--- src/rtl/rvi_defs.svh ---
// constants for the rgb video input port: offsets, fields, resets, counts
// Function
// - enable low: capture data, write display ram
// - width 10: 6-bit mode, upper lines
// - 6-bit: three transfers make one pixel
// - component counter cleared on frame-sync fall
// - width 01: 16-bit, one pixel per clock
// - width 00: 18-bit, one pixel per clock
// - registers written only through system bus
// - no partial display or scroll in rgb
// - panel timing from pixel clock in rgb
// - front porch holds until next frame sync
// - frame-sync fall reloads ram address counter
// - four polarity bits invert sync/enable/clock
`ifndef RVI_DEFS_SVH
`define RVI_DEFS_SVH
`define RVI_REG_CTRL       8'h00
`define RVI_REG_START      8'h04
`define RVI_REG_INDEX      8'h08
`define RVI_REG_SYSDATA    8'h0c
`define RVI_REG_LINES      8'h10
`define RVI_REG_STATUS     8'h14
`define RVI_CTRL_RGB_EN    0
`define RVI_CTRL_SRC       1
`define RVI_CTRL_WID_LO    2
`define RVI_CTRL_HWM       4
`define RVI_CTRL_PCLK_POL  8
`define RVI_CTRL_DE_POL    9
`define RVI_CTRL_HS_POL    10
`define RVI_CTRL_VS_POL    11
`define RVI_CTRL_RST       32'h0000_0000
`define RVI_WID_18         2'h0
`define RVI_WID_16         2'h1
`define RVI_WID_6          2'h2
`define RVI_IDX_RAM_WRITE  8'h22
`define RVI_LINES_RST      9'h1b0
`define RVI_RAM_WORDS      103680
`endif

--- src/rtl/rvi_pkg.sv ---
// types shared by the rgb video input port
package rvi_pkg;
	typedef enum logic [1:0] {RVI_ST_FRONT, RVI_ST_BACK, RVI_ST_ACTIVE} rvi_frame_t;
	typedef enum logic [1:0] {RVI_SP_RED, RVI_SP_GREEN, RVI_SP_BLUE} rvi_sub_t;
endpackage

--- src/rtl/rvi_pix_if.sv ---
// synchronised pin events passed from the pin sampler to the assembler and top
`timescale 1ns/1ps
interface rvi_pix_if;
	logic        pclk_edge;
	logic        vs_fall;
	logic        hs_fall;
	logic        de_active;
	logic [17:0] data;
	modport src (output pclk_edge, output vs_fall, output hs_fall, output de_active, output data);
	modport dst (input pclk_edge, input vs_fall, input hs_fall, input de_active, input data);
endinterface

--- src/rtl/rvi_top.sv ---
// rgb video input port: avalon registers, ram address counter, frame timing
`timescale 1ns/1ps
`include "rvi_defs.svh"
module rvi_top
	import rvi_pkg::*;
#(
	parameter int RAM_WORDS = `RVI_RAM_WORDS
)
(
	// clock and reset
	input  wire logic        clk,
	input  wire logic        rst_n,
	// avalon-mm slave
	input  wire logic [7:0]  avs_address,
	input  wire logic        avs_read,
	input  wire logic        avs_write,
	input  wire logic [31:0] avs_writedata,
	input  wire logic [3:0]  avs_byteenable,
	output logic [31:0]      avs_readdata,
	output logic             avs_waitrequest,
	// rgb pins
	input  wire logic        frame_sync,
	input  wire logic        line_sync,
	input  wire logic        data_enable,
	input  wire logic        pixel_clock,
	input  wire logic [17:0] pixel_data_lines,
	// display ram write port
	output logic             ram_we,
	output logic [16:0]      ram_addr,
	output logic [17:0]      ram_wdata,
	// panel timing
	output logic             panel_dot_tick,
	output logic             panel_line_tick,
	output logic             panel_frame_tick,
	output logic             partial_scroll_allow
);
	initial
	begin
		if (RAM_WORDS < 1 || RAM_WORDS > 131072)
			$error("RAM_WORDS out of range");
	end

	localparam logic [16:0] LAST_ADDR = 17'(RAM_WORDS - 1);

	// register state
	logic [31:0] ctrl_ff;
	logic [16:0] start_ff;
	logic [7:0]  index_ff;
	logic [8:0]  lines_ff;
	logic        rd_done_ff;

	// datapath state
	logic [16:0] addr_ff;
	rvi_frame_t  frame_ff;
	logic [8:0]  line_cnt_ff;

	// decoded control
	logic        rgb_mode;
	logic        ram_access_source_select;
	logic [1:0]  rgb_bus_width_select;
	logic        line_buffered_write_mode;
	logic [3:0]  pol;
	logic        rgb_path_open;

	// events and pixels
	rvi_pix_if   ev ();
	logic        pix_valid;
	logic [17:0] pix_data;
	rvi_sub_t    sub_state;
	logic        pix_write;

	// bus decode
	logic        wr_ctrl, wr_start, wr_index, wr_sysdata, wr_lines;
	logic        sys_stall;
	logic        sys_ram_write;

	function automatic logic [31:0] be_merge(input logic [31:0] old_v, input logic [31:0] new_v,
		input logic [3:0] be);
		logic [31:0] r;
		r = old_v;
		for (int b = 0; b < 4; b++)
			if (be[b])
				r[b*8 +: 8] = new_v[b*8 +: 8];
		return r;
	endfunction

	function automatic logic hit(input logic [7:0] a, input logic [7:0] off);
		return a == off;
	endfunction

	assign rgb_mode                 = ctrl_ff[`RVI_CTRL_RGB_EN];
	assign ram_access_source_select = ctrl_ff[`RVI_CTRL_SRC];
	assign rgb_bus_width_select     = ctrl_ff[`RVI_CTRL_WID_LO +: 2];
	assign line_buffered_write_mode = ctrl_ff[`RVI_CTRL_HWM];
	assign pol                      = ctrl_ff[`RVI_CTRL_PCLK_POL +: 4];

	// rgb writes go only while the ram belongs to the pixel port and index points at ram data
	assign rgb_path_open = rgb_mode && ram_access_source_select
		&& index_ff == `RVI_IDX_RAM_WRITE && frame_ff != RVI_ST_FRONT;

	rvi_pin_sync u_sync
	(
		.clk        (clk),
		.rst_n      (rst_n),
		.pin_vsync  (frame_sync),
		.pin_hsync  (line_sync),
		.pin_enable (data_enable),
		.pin_pclk   (pixel_clock),
		.pin_data   (pixel_data_lines),
		.pol        (pol),
		.ev         (ev)
	);

	rvi_pix_asm u_asm
	(
		.clk       (clk),
		.rst_n     (rst_n),
		.enable    (rgb_path_open),
		.width     (rgb_bus_width_select),
		.ev        (ev),
		.pix_valid (pix_valid),
		.pix_data  (pix_data),
		.sub_state (sub_state)
	);

	// register writes come only over this bus; the pixel port never reaches them
	assign wr_ctrl    = avs_write && hit(avs_address, `RVI_REG_CTRL);
	assign wr_start   = avs_write && hit(avs_address, `RVI_REG_START);
	assign wr_index   = avs_write && hit(avs_address, `RVI_REG_INDEX);
	assign wr_lines   = avs_write && hit(avs_address, `RVI_REG_LINES);
	assign wr_sysdata = avs_write && hit(avs_address, `RVI_REG_SYSDATA);

	// a pixel write owns the ram port this cycle; a system write waits one cycle
	assign pix_write     = pix_valid && rgb_path_open;
	assign sys_stall     = wr_sysdata && pix_write;
	assign sys_ram_write = wr_sysdata && !sys_stall && !ram_access_source_select
		&& index_ff == `RVI_IDX_RAM_WRITE;

	assign avs_waitrequest = (avs_read && !rd_done_ff) || sys_stall;

	always_ff @(posedge clk)
	begin
		if (!rst_n)
			ctrl_ff <= `RVI_CTRL_RST;
		else if (wr_ctrl)
			ctrl_ff <= be_merge(ctrl_ff, avs_writedata, avs_byteenable) & 32'h0000_0f1f;
	end

	always_ff @(posedge clk)
	begin
		if (!rst_n)
			start_ff <= '0;
		else if (wr_start)
			start_ff <= 17'(be_merge({15'h0000, start_ff}, avs_writedata, avs_byteenable));
	end

	always_ff @(posedge clk)
	begin
		if (!rst_n)
			index_ff <= '0;
		else if (wr_index && avs_byteenable[0])
			index_ff <= avs_writedata[7:0];
	end

	always_ff @(posedge clk)
	begin
		if (!rst_n)
			lines_ff <= `RVI_LINES_RST;
		else if (wr_lines)
			lines_ff <= 9'(be_merge({23'h000000, lines_ff}, avs_writedata, avs_byteenable));
	end

	// reads take one wait cycle so read data always comes from a flop
	always_ff @(posedge clk)
	begin
		if (!rst_n)
		begin
			rd_done_ff   <= 1'b0;
			avs_readdata <= '0;
		end
		else if (avs_read && !rd_done_ff)
		begin
			rd_done_ff <= 1'b1;
			case (avs_address)
				`RVI_REG_CTRL:    avs_readdata <= ctrl_ff;
				`RVI_REG_START:   avs_readdata <= {15'h0000, start_ff};
				`RVI_REG_INDEX:   avs_readdata <= {24'h000000, index_ff};
				`RVI_REG_LINES:   avs_readdata <= {23'h000000, lines_ff};
				`RVI_REG_STATUS:  avs_readdata <= {8'h00, sub_state, frame_ff, line_buffered_write_mode,
					addr_ff, 2'h0};
				default:          avs_readdata <= '0;
			endcase
		end
		else
			rd_done_ff <= 1'b0;
	end

	// frame sequencing runs off the sampled pixel-port syncs, not an internal oscillator
	always_ff @(posedge clk)
	begin
		if (!rst_n || !rgb_mode)
		begin
			frame_ff    <= RVI_ST_FRONT;
			line_cnt_ff <= '0;
		end
		else if (ev.vs_fall)
		begin
			frame_ff    <= RVI_ST_BACK;
			line_cnt_ff <= '0;
		end
		else
		begin
			case (frame_ff)
				RVI_ST_FRONT:
					frame_ff <= RVI_ST_FRONT;
				RVI_ST_BACK:
					if (ev.de_active && ev.pclk_edge)
						frame_ff <= RVI_ST_ACTIVE;
				RVI_ST_ACTIVE:
					if (ev.hs_fall)
					begin
						if (line_cnt_ff + 9'h001 >= lines_ff)
							frame_ff <= RVI_ST_FRONT;
						line_cnt_ff <= line_cnt_ff + 9'h001;
					end
				default:
					frame_ff <= RVI_ST_FRONT;
			endcase
		end
	end

	// address counter: reload on frame start, advance per written pixel, wrap at end of ram
	always_ff @(posedge clk)
	begin
		if (!rst_n)
			addr_ff <= '0;
		else if (wr_start)
			addr_ff <= 17'(be_merge({15'h0000, start_ff}, avs_writedata, avs_byteenable));
		else if (rgb_mode && ev.vs_fall)
			addr_ff <= start_ff;
		else if (pix_write || sys_ram_write)
			addr_ff <= (addr_ff == LAST_ADDR) ? 17'h00000 : addr_ff + 17'h00001;
	end

	always_ff @(posedge clk)
	begin
		if (!rst_n)
		begin
			ram_we    <= 1'b0;
			ram_addr  <= '0;
			ram_wdata <= '0;
		end
		else
		begin
			ram_we <= pix_write || sys_ram_write;
			if (pix_write)
			begin
				ram_addr  <= addr_ff;
				ram_wdata <= pix_data;
			end
			else if (sys_ram_write)
			begin
				ram_addr  <= addr_ff;
				ram_wdata <= avs_writedata[17:0];
			end
		end
	end

	// panel ticks follow the pixel clock, line sync and frame sync while rgb mode is on
	always_ff @(posedge clk)
	begin
		if (!rst_n)
		begin
			panel_dot_tick       <= 1'b0;
			panel_line_tick      <= 1'b0;
			panel_frame_tick     <= 1'b0;
			partial_scroll_allow <= 1'b1;
		end
		else
		begin
			panel_dot_tick       <= rgb_mode && ev.pclk_edge;
			panel_line_tick      <= rgb_mode && ev.hs_fall;
			panel_frame_tick     <= rgb_mode && ev.vs_fall;
			partial_scroll_allow <= !rgb_mode;
		end
	end
endmodule

--- src/rtl/rvi_pin_sync.sv ---
// three-flop sampling of the rgb pins with polarity and edge detection
`timescale 1ns/1ps
module rvi_pin_sync
(
	// clock and reset
	input  wire logic        clk,
	input  wire logic        rst_n,
	// raw pins
	input  wire logic        pin_vsync,
	input  wire logic        pin_hsync,
	input  wire logic        pin_enable,
	input  wire logic        pin_pclk,
	input  wire logic [17:0] pin_data,
	// polarity: pclk, enable, hsync, vsync
	input  wire logic [3:0]  pol,
	// events
	rvi_pix_if.src           ev
);
	logic [21:0] s1_ff, s2_ff, s3_ff;
	logic [3:0]  lvl_ff;
	logic [3:0]  agree;
	logic [3:0]  norm;
	// sampler keeps running in reset so the flops hold real pin levels at release
	always_ff @(posedge clk)
	begin
		s1_ff <= {pin_vsync, pin_hsync, pin_enable, pin_pclk, pin_data};
		s2_ff <= s1_ff;
		s3_ff <= s2_ff;
	end
	// polarity bit set inverts the pin so that logic always sees active-low syncs
	assign norm  = s2_ff[21:18] ^ pol;
	assign agree = ~(s2_ff[21:18] ^ s3_ff[21:18]);
	always_ff @(posedge clk)
	begin
		// level tracks the pins in reset; a fixed value would fake a sync edge at release
		if (!rst_n)
			lvl_ff <= norm;
		else
		begin
			for (int i = 0; i < 4; i++)
				if (agree[i])
					lvl_ff[i] <= norm[i];
		end
	end
	// pclk bit 0, enable bit 1, hsync bit 2, vsync bit 3
	assign ev.pclk_edge = agree[0] & norm[0] & ~lvl_ff[0];
	assign ev.de_active = ~lvl_ff[1];
	assign ev.hs_fall   = agree[2] & ~norm[2] & lvl_ff[2];
	assign ev.vs_fall   = agree[3] & ~norm[3] & lvl_ff[3];
	assign ev.data      = s3_ff[17:0];
endmodule

--- src/rtl/rvi_pix_asm.sv ---
// pixel assembly for 18-, 16- and 6-bit bus widths
`timescale 1ns/1ps
module rvi_pix_asm
	import rvi_pkg::*;
(
	// clock and reset
	input  wire logic        clk,
	input  wire logic        rst_n,
	// control
	input  wire logic        enable,
	input  wire logic [1:0]  width,
	// events
	rvi_pix_if.dst           ev,
	// assembled pixel
	output logic             pix_valid,
	output logic [17:0]      pix_data,
	output rvi_sub_t         sub_state
);
	rvi_sub_t    sub_ff;
	logic [11:0] rg_ff;
	logic        take;
	assign take      = enable & ev.pclk_edge & ev.de_active;
	assign sub_state = sub_ff;
	always_ff @(posedge clk)
	begin
		if (!rst_n || ev.vs_fall || width != `RVI_WID_6)
			sub_ff <= RVI_SP_RED;
		else if (take)
		begin
			case (sub_ff)
				RVI_SP_RED:   sub_ff <= RVI_SP_GREEN;
				RVI_SP_GREEN: sub_ff <= RVI_SP_BLUE;
				default:      sub_ff <= RVI_SP_RED;
			endcase
		end
	end
	always_ff @(posedge clk)
	begin
		if (!rst_n)
			rg_ff <= '0;
		else if (take && sub_ff == RVI_SP_RED)
			rg_ff[11:6] <= ev.data[17:12];
		else if (take && sub_ff == RVI_SP_GREEN)
			rg_ff[5:0] <= ev.data[17:12];
	end
	always_ff @(posedge clk)
	begin
		if (!rst_n)
		begin
			pix_valid <= 1'b0;
			pix_data  <= '0;
		end
		else
		begin
			pix_valid <= 1'b0;
			if (take)
			begin
				case (width)
					`RVI_WID_18:
					begin
						pix_valid <= 1'b1;
						pix_data  <= ev.data;
					end
					`RVI_WID_16:
					begin
						pix_valid <= 1'b1;
						pix_data  <= {ev.data[17:13], ev.data[17], ev.data[11:6], ev.data[5:1], ev.data[5]};
					end
					`RVI_WID_6:
					begin
						pix_valid <= (sub_ff == RVI_SP_BLUE);
						pix_data  <= {rg_ff, ev.data[17:12]};
					end
					default:
						pix_valid <= 1'b0;
				endcase
			end
		end
	end
endmodule

--- config.mk ---
export PLATFORM = sky130hd
export DESIGN_NAME = rvi_top
export DESIGN_NICKNAME = d
export VERILOG_FILES = /design/src/rtl/rvi_pkg.sv /design/src/rtl/rvi_pix_if.sv /design/src/rtl/rvi_top.sv /design/src/rtl/rvi_pin_sync.sv /design/src/rtl/rvi_pix_asm.sv
export VERILOG_INCLUDE_DIRS = /design/src /design/src/rtl
export SDC_FILE = /design/constraint.sdc
export NUM_CORES = 1
export LEC_CHECK = 0
export BUFFER_PORTS_ARGS = -buffer_cell sky130_fd_sc_hd__buf_4
export CORE_MARGIN = 1.5
export CORE_UTILIZATION = 40
export DETAILED_ROUTE_END_ITERATION = 12
export SLEW_MARGIN = 25
export SYNTH_ARGS = -nofsm -noshare
export SYNTH_HDL_FRONTEND = slang
export SYNTH_SLANG_ARGS = --single-unit
--- constraint.sdc ---
create_clock -name clk -period 2.2 [get_ports clk]
set_clock_uncertainty 0.05 [all_clocks]
set_input_delay 0.11 -clock clk [delete_from_list [all_inputs] [get_ports clk]]
set_output_delay 0.11 -clock clk [all_outputs]
set_load 0.02 [all_outputs]
==> results.toml <==
[logic_synthesis]
synth_ff_type = "dfxtp_1"
synth-compound-area-share = 0.163
async_reset_ff_frac = 0
syn_inst = 1032
syn_area_per_cell_um2 = 9.61
synth-xor-area-share = 0.0221
ys_warn_count = 0
ys_types = 71
synth_mux_area_frac = 0.0836
synthesis.area_mm2 = 0.00992
ys_ff_latch = 239
synthSimpleGateAreaFrac = 0.184
ys_seq_area_frac = 0.486
synth_top_family_by_area = "simple AND/OR/NAND/NOR gates"
synthAdderAreaFrac = 0.0189
synth-edff-count = 4

[floorplanning]
die_area_mm2 = 0.0258
die_width_um = 160
core_area_mm2 = 0.0243
num_rows = 57
dieHeight_um = 160
ioPinCount = 143
floorplan.initialDensity = 0.408

[cts]
clockBufferDepth = 3
htreeDepth = 1
tritoncts = "done"
clkTransAtPathRegs_ns = 0.06
clkSinkCount = 239
cts_made_buffers = 26
clk-insertion-delay-late_ns = 0.55
cts_root_buffer = "clkbuf_16"

[sta]
rsz0062_at_grt = "true"
hold_viol_final = 0
fmax_mhz = 464
fin_crit_sh = 0.980
timing.hold.ws_ns = 0.0201
final-setup-viol-count = 0
worst_pin_slew_ns = 0.579
finalMaxSlewViolations = 0
period_minus_slack_ns = 2.16
maxSlewHeadroom = 0.612

[finish]
nets = 1326
fillers = 2227
fin_util = 0.538
finish.instance_area_mm2 = 0.0131
final_layout_size_suffix_gt1_frac = 0.224
multi_input_area_mm2 = 0.00478
layout_commonest_cell = "dfxtp_1"
n_antenna_cell = 0
final_cell_mix = "dfxtp_1 (233), buf_4 (192), nand2_1 (136)"
areaGrowthSynthToFinish_pct = 31.9
fin_cells = 1584
regArea_mm2 = 0.00483

[critical_path]
path_common_cell = "nand2_1"
crit_chain = "nor4b_2 -> buf_4 -> nand2_1 -> o41a_1 -> nand2_1 -> nand2_1 -> o22ai_1"
regToRegSetupSlack_ns = 0.04
critPathKind = "register to register"
start_kind = "register"
crit_path_end = "addr_ff[11]$_SDFFE_PN0P_"
cp_max_fo = 6
reg2reg_from = "index_ff[6]$_SDFFE_PN0P_"
r2r_cells = 7
cp.required_ns = 2.61
max_stage_delay_ns = 0.47
critPathLaunch = "index_ff[6]$_SDFFE_PN0P_"
crit_path_end_kind = "register"
r2r-end = "addr_ff[11]$_SDFFE_PN0P_"
arrival_ns = 2.57
cpMaxStageDelayCell = "o41a_1"

[global_route]
grt_pass1_vias = 7724
grt_max_degree = 50
grt_overflow = 0
grt_pass1_wl_um = 42900
grt.total_usage = 0.209
grt_antenna_before_repair = 0

[placed_design]
hpwlAfterDp_um = 19200
place.gp.congestion = 0.896
portBuffers = 119
dp_cells = 1490
post_dp_cell_area_mm2 = 0.0116

[route]
dr.pass1.iters = 7
wl_per_cell_um = 17.2
ant_nets = 0
finalWirelength_um = 27200
via_per_inst = 5.17
drc = 0
drt_first_iter_violations = 582
vias = 8184

[pwr]
power-per-cell-area_mw_per_mm2 = 737
vdd_drop_max_mv = 0.896
p_leak_uw = 0.00573
power.total_uw = 9640

[status]
status = "complete, no violations"

[flow_run]
cap_viol_max_count = 0

[hold_path]
min_from = "avs_byteenable[0]"
hp-class = "input pin to register"
[flip-flops by register name, indices dropped and copies added (netlist names), 4 cells and up]
register and count:
avs_readdata 24, u_sync.s1_ff 22, u_sync.s2_ff 22, u_sync.s3_ff 22, ram_wdata 18, u_asm.pix_data 18
addr_ff 17, ram_addr 17, start_ff 17, u_asm.rg_ff 12, ctrl_ff 9, line_cnt_ff 9
lines_ff 9, index_ff 8, u_sync.lvl_ff 4
[cell type report]
cell class              count  area share
clock buffers              35      0.0586
well taps                 324      0.0310
flip-flops and latches    239       0.369
clock inverters            12      0.0149
inverters                  16     0.00459
multi-input cells         712       0.365
repair buffers            246       0.156
[worst min path at each step]
stage | endpoint | slack [ns] | cells past startpoint
after detailed placement | u_sync.s1_ff[10]$_DFF_P_ | 0.17 | 1
after global placement | u_sync.s1_ff[14]$_DFF_P_ | 0.16 | 1
after floorplan | u_sync.s1_ff[0]$_DFF_P_ | 0.09 | 0
after global routing | start_ff[14]$_SDFFE_PN0P_ | 0.05 | 2
final | addr_ff[5]$_SDFFE_PN0P_ | 0.02 | 4
after CTS | start_ff[15]$_SDFFE_PN0P_ | 0.02 | 2
[Yosys cell counts (4+ instances only)]
master,n,share of area
dfxtp_1,235,0.47
nand2_1,136,0.051
mux2i_1,75,0.076
nor2b_1,51,0.032
clkbuf_1,48,0.018
nor2_1,46,0.017
o21ai_0,41,0.021
o211a_1,39,0.039
a21oi_1,35,0.018
nand3_1,30,0.015
a22oi_1,27,0.020
xor2_1,20,0.018
and2_1,19,0.012
a21boi_0,18,0.014
inv_1,16,0.0061
ha_1,15,0.019
and3_1,14,0.0088
nor3_1,14,0.0071
a21boi_1,10,0.0076
a221oi_1,10,0.0088
buf_4,10,0.0076
nand2b_1,10,0.0063
nand4_1,10,0.0063
mux2_2,7,0.0079
a211oi_1,6,0.0045
o211ai_1,6,0.0045
a222oi_1,5,0.0050
buf_1,5,0.0019
buf_2,5,0.0025
xnor2_1,5,0.0044
edfxtp_1,4,0.012
nor3b_1,4,0.0030
[where the power goes]
group          switching (µW)  total, µW  internal (µW)
clock                    1840       4770           2930
sequential               33.2       4450           4420
combinational             215        420            205
[critical path, delay by kind of cell, from the launching register on]
kind,cells,cell delay [ns]
flip-flops,1,0.33
AND/OR/NAND/NOR,4,0.75
buffers and inverters,1,0.19
AO/OA/AOI/OAI,2,0.75
[repair_timing]
item | CTS | global route
hold buffers | 45 | 0
hold endpoints to repair | 86 | 0
pin swaps | 2 | 4
setup endpoints to repair | 14 | 15
gates resized for setup | 7 | 13
cloned | 0 | 0
setup buffers | 1 | 1
[stage by stage]
step	setup TNS, ns	worst slack, ns
after floorplan	0	0.00723
after global placement	-3.85	-0.142
after detailed placement	-4.38	-0.171
after CTS	0	0.00543
after global routing	-0.106	-0.0914
final	0	0.0438
[routing by layer]
layer / global-route usage / vias to the layer above / share of wire
met5: 0 / - / 0
met2: 0.333 / 257 / 0.45
met1: 0.288 / 3813 / 0.46
met3: 0.0305 / 58 / 0.054
li1: - / 4056 / -
met4: 0.0773 / 0 / 0.037
[cell families after synthesis]
logic type | after synthesis
other cells | 1
fa+ha+maj | 15
mux | 82
compound gates | 221
simple gates | 361
flops | 239
xor+xnor | 25
buf+inv | 88
Note: power is estimated with default switching activity, not from simulation.
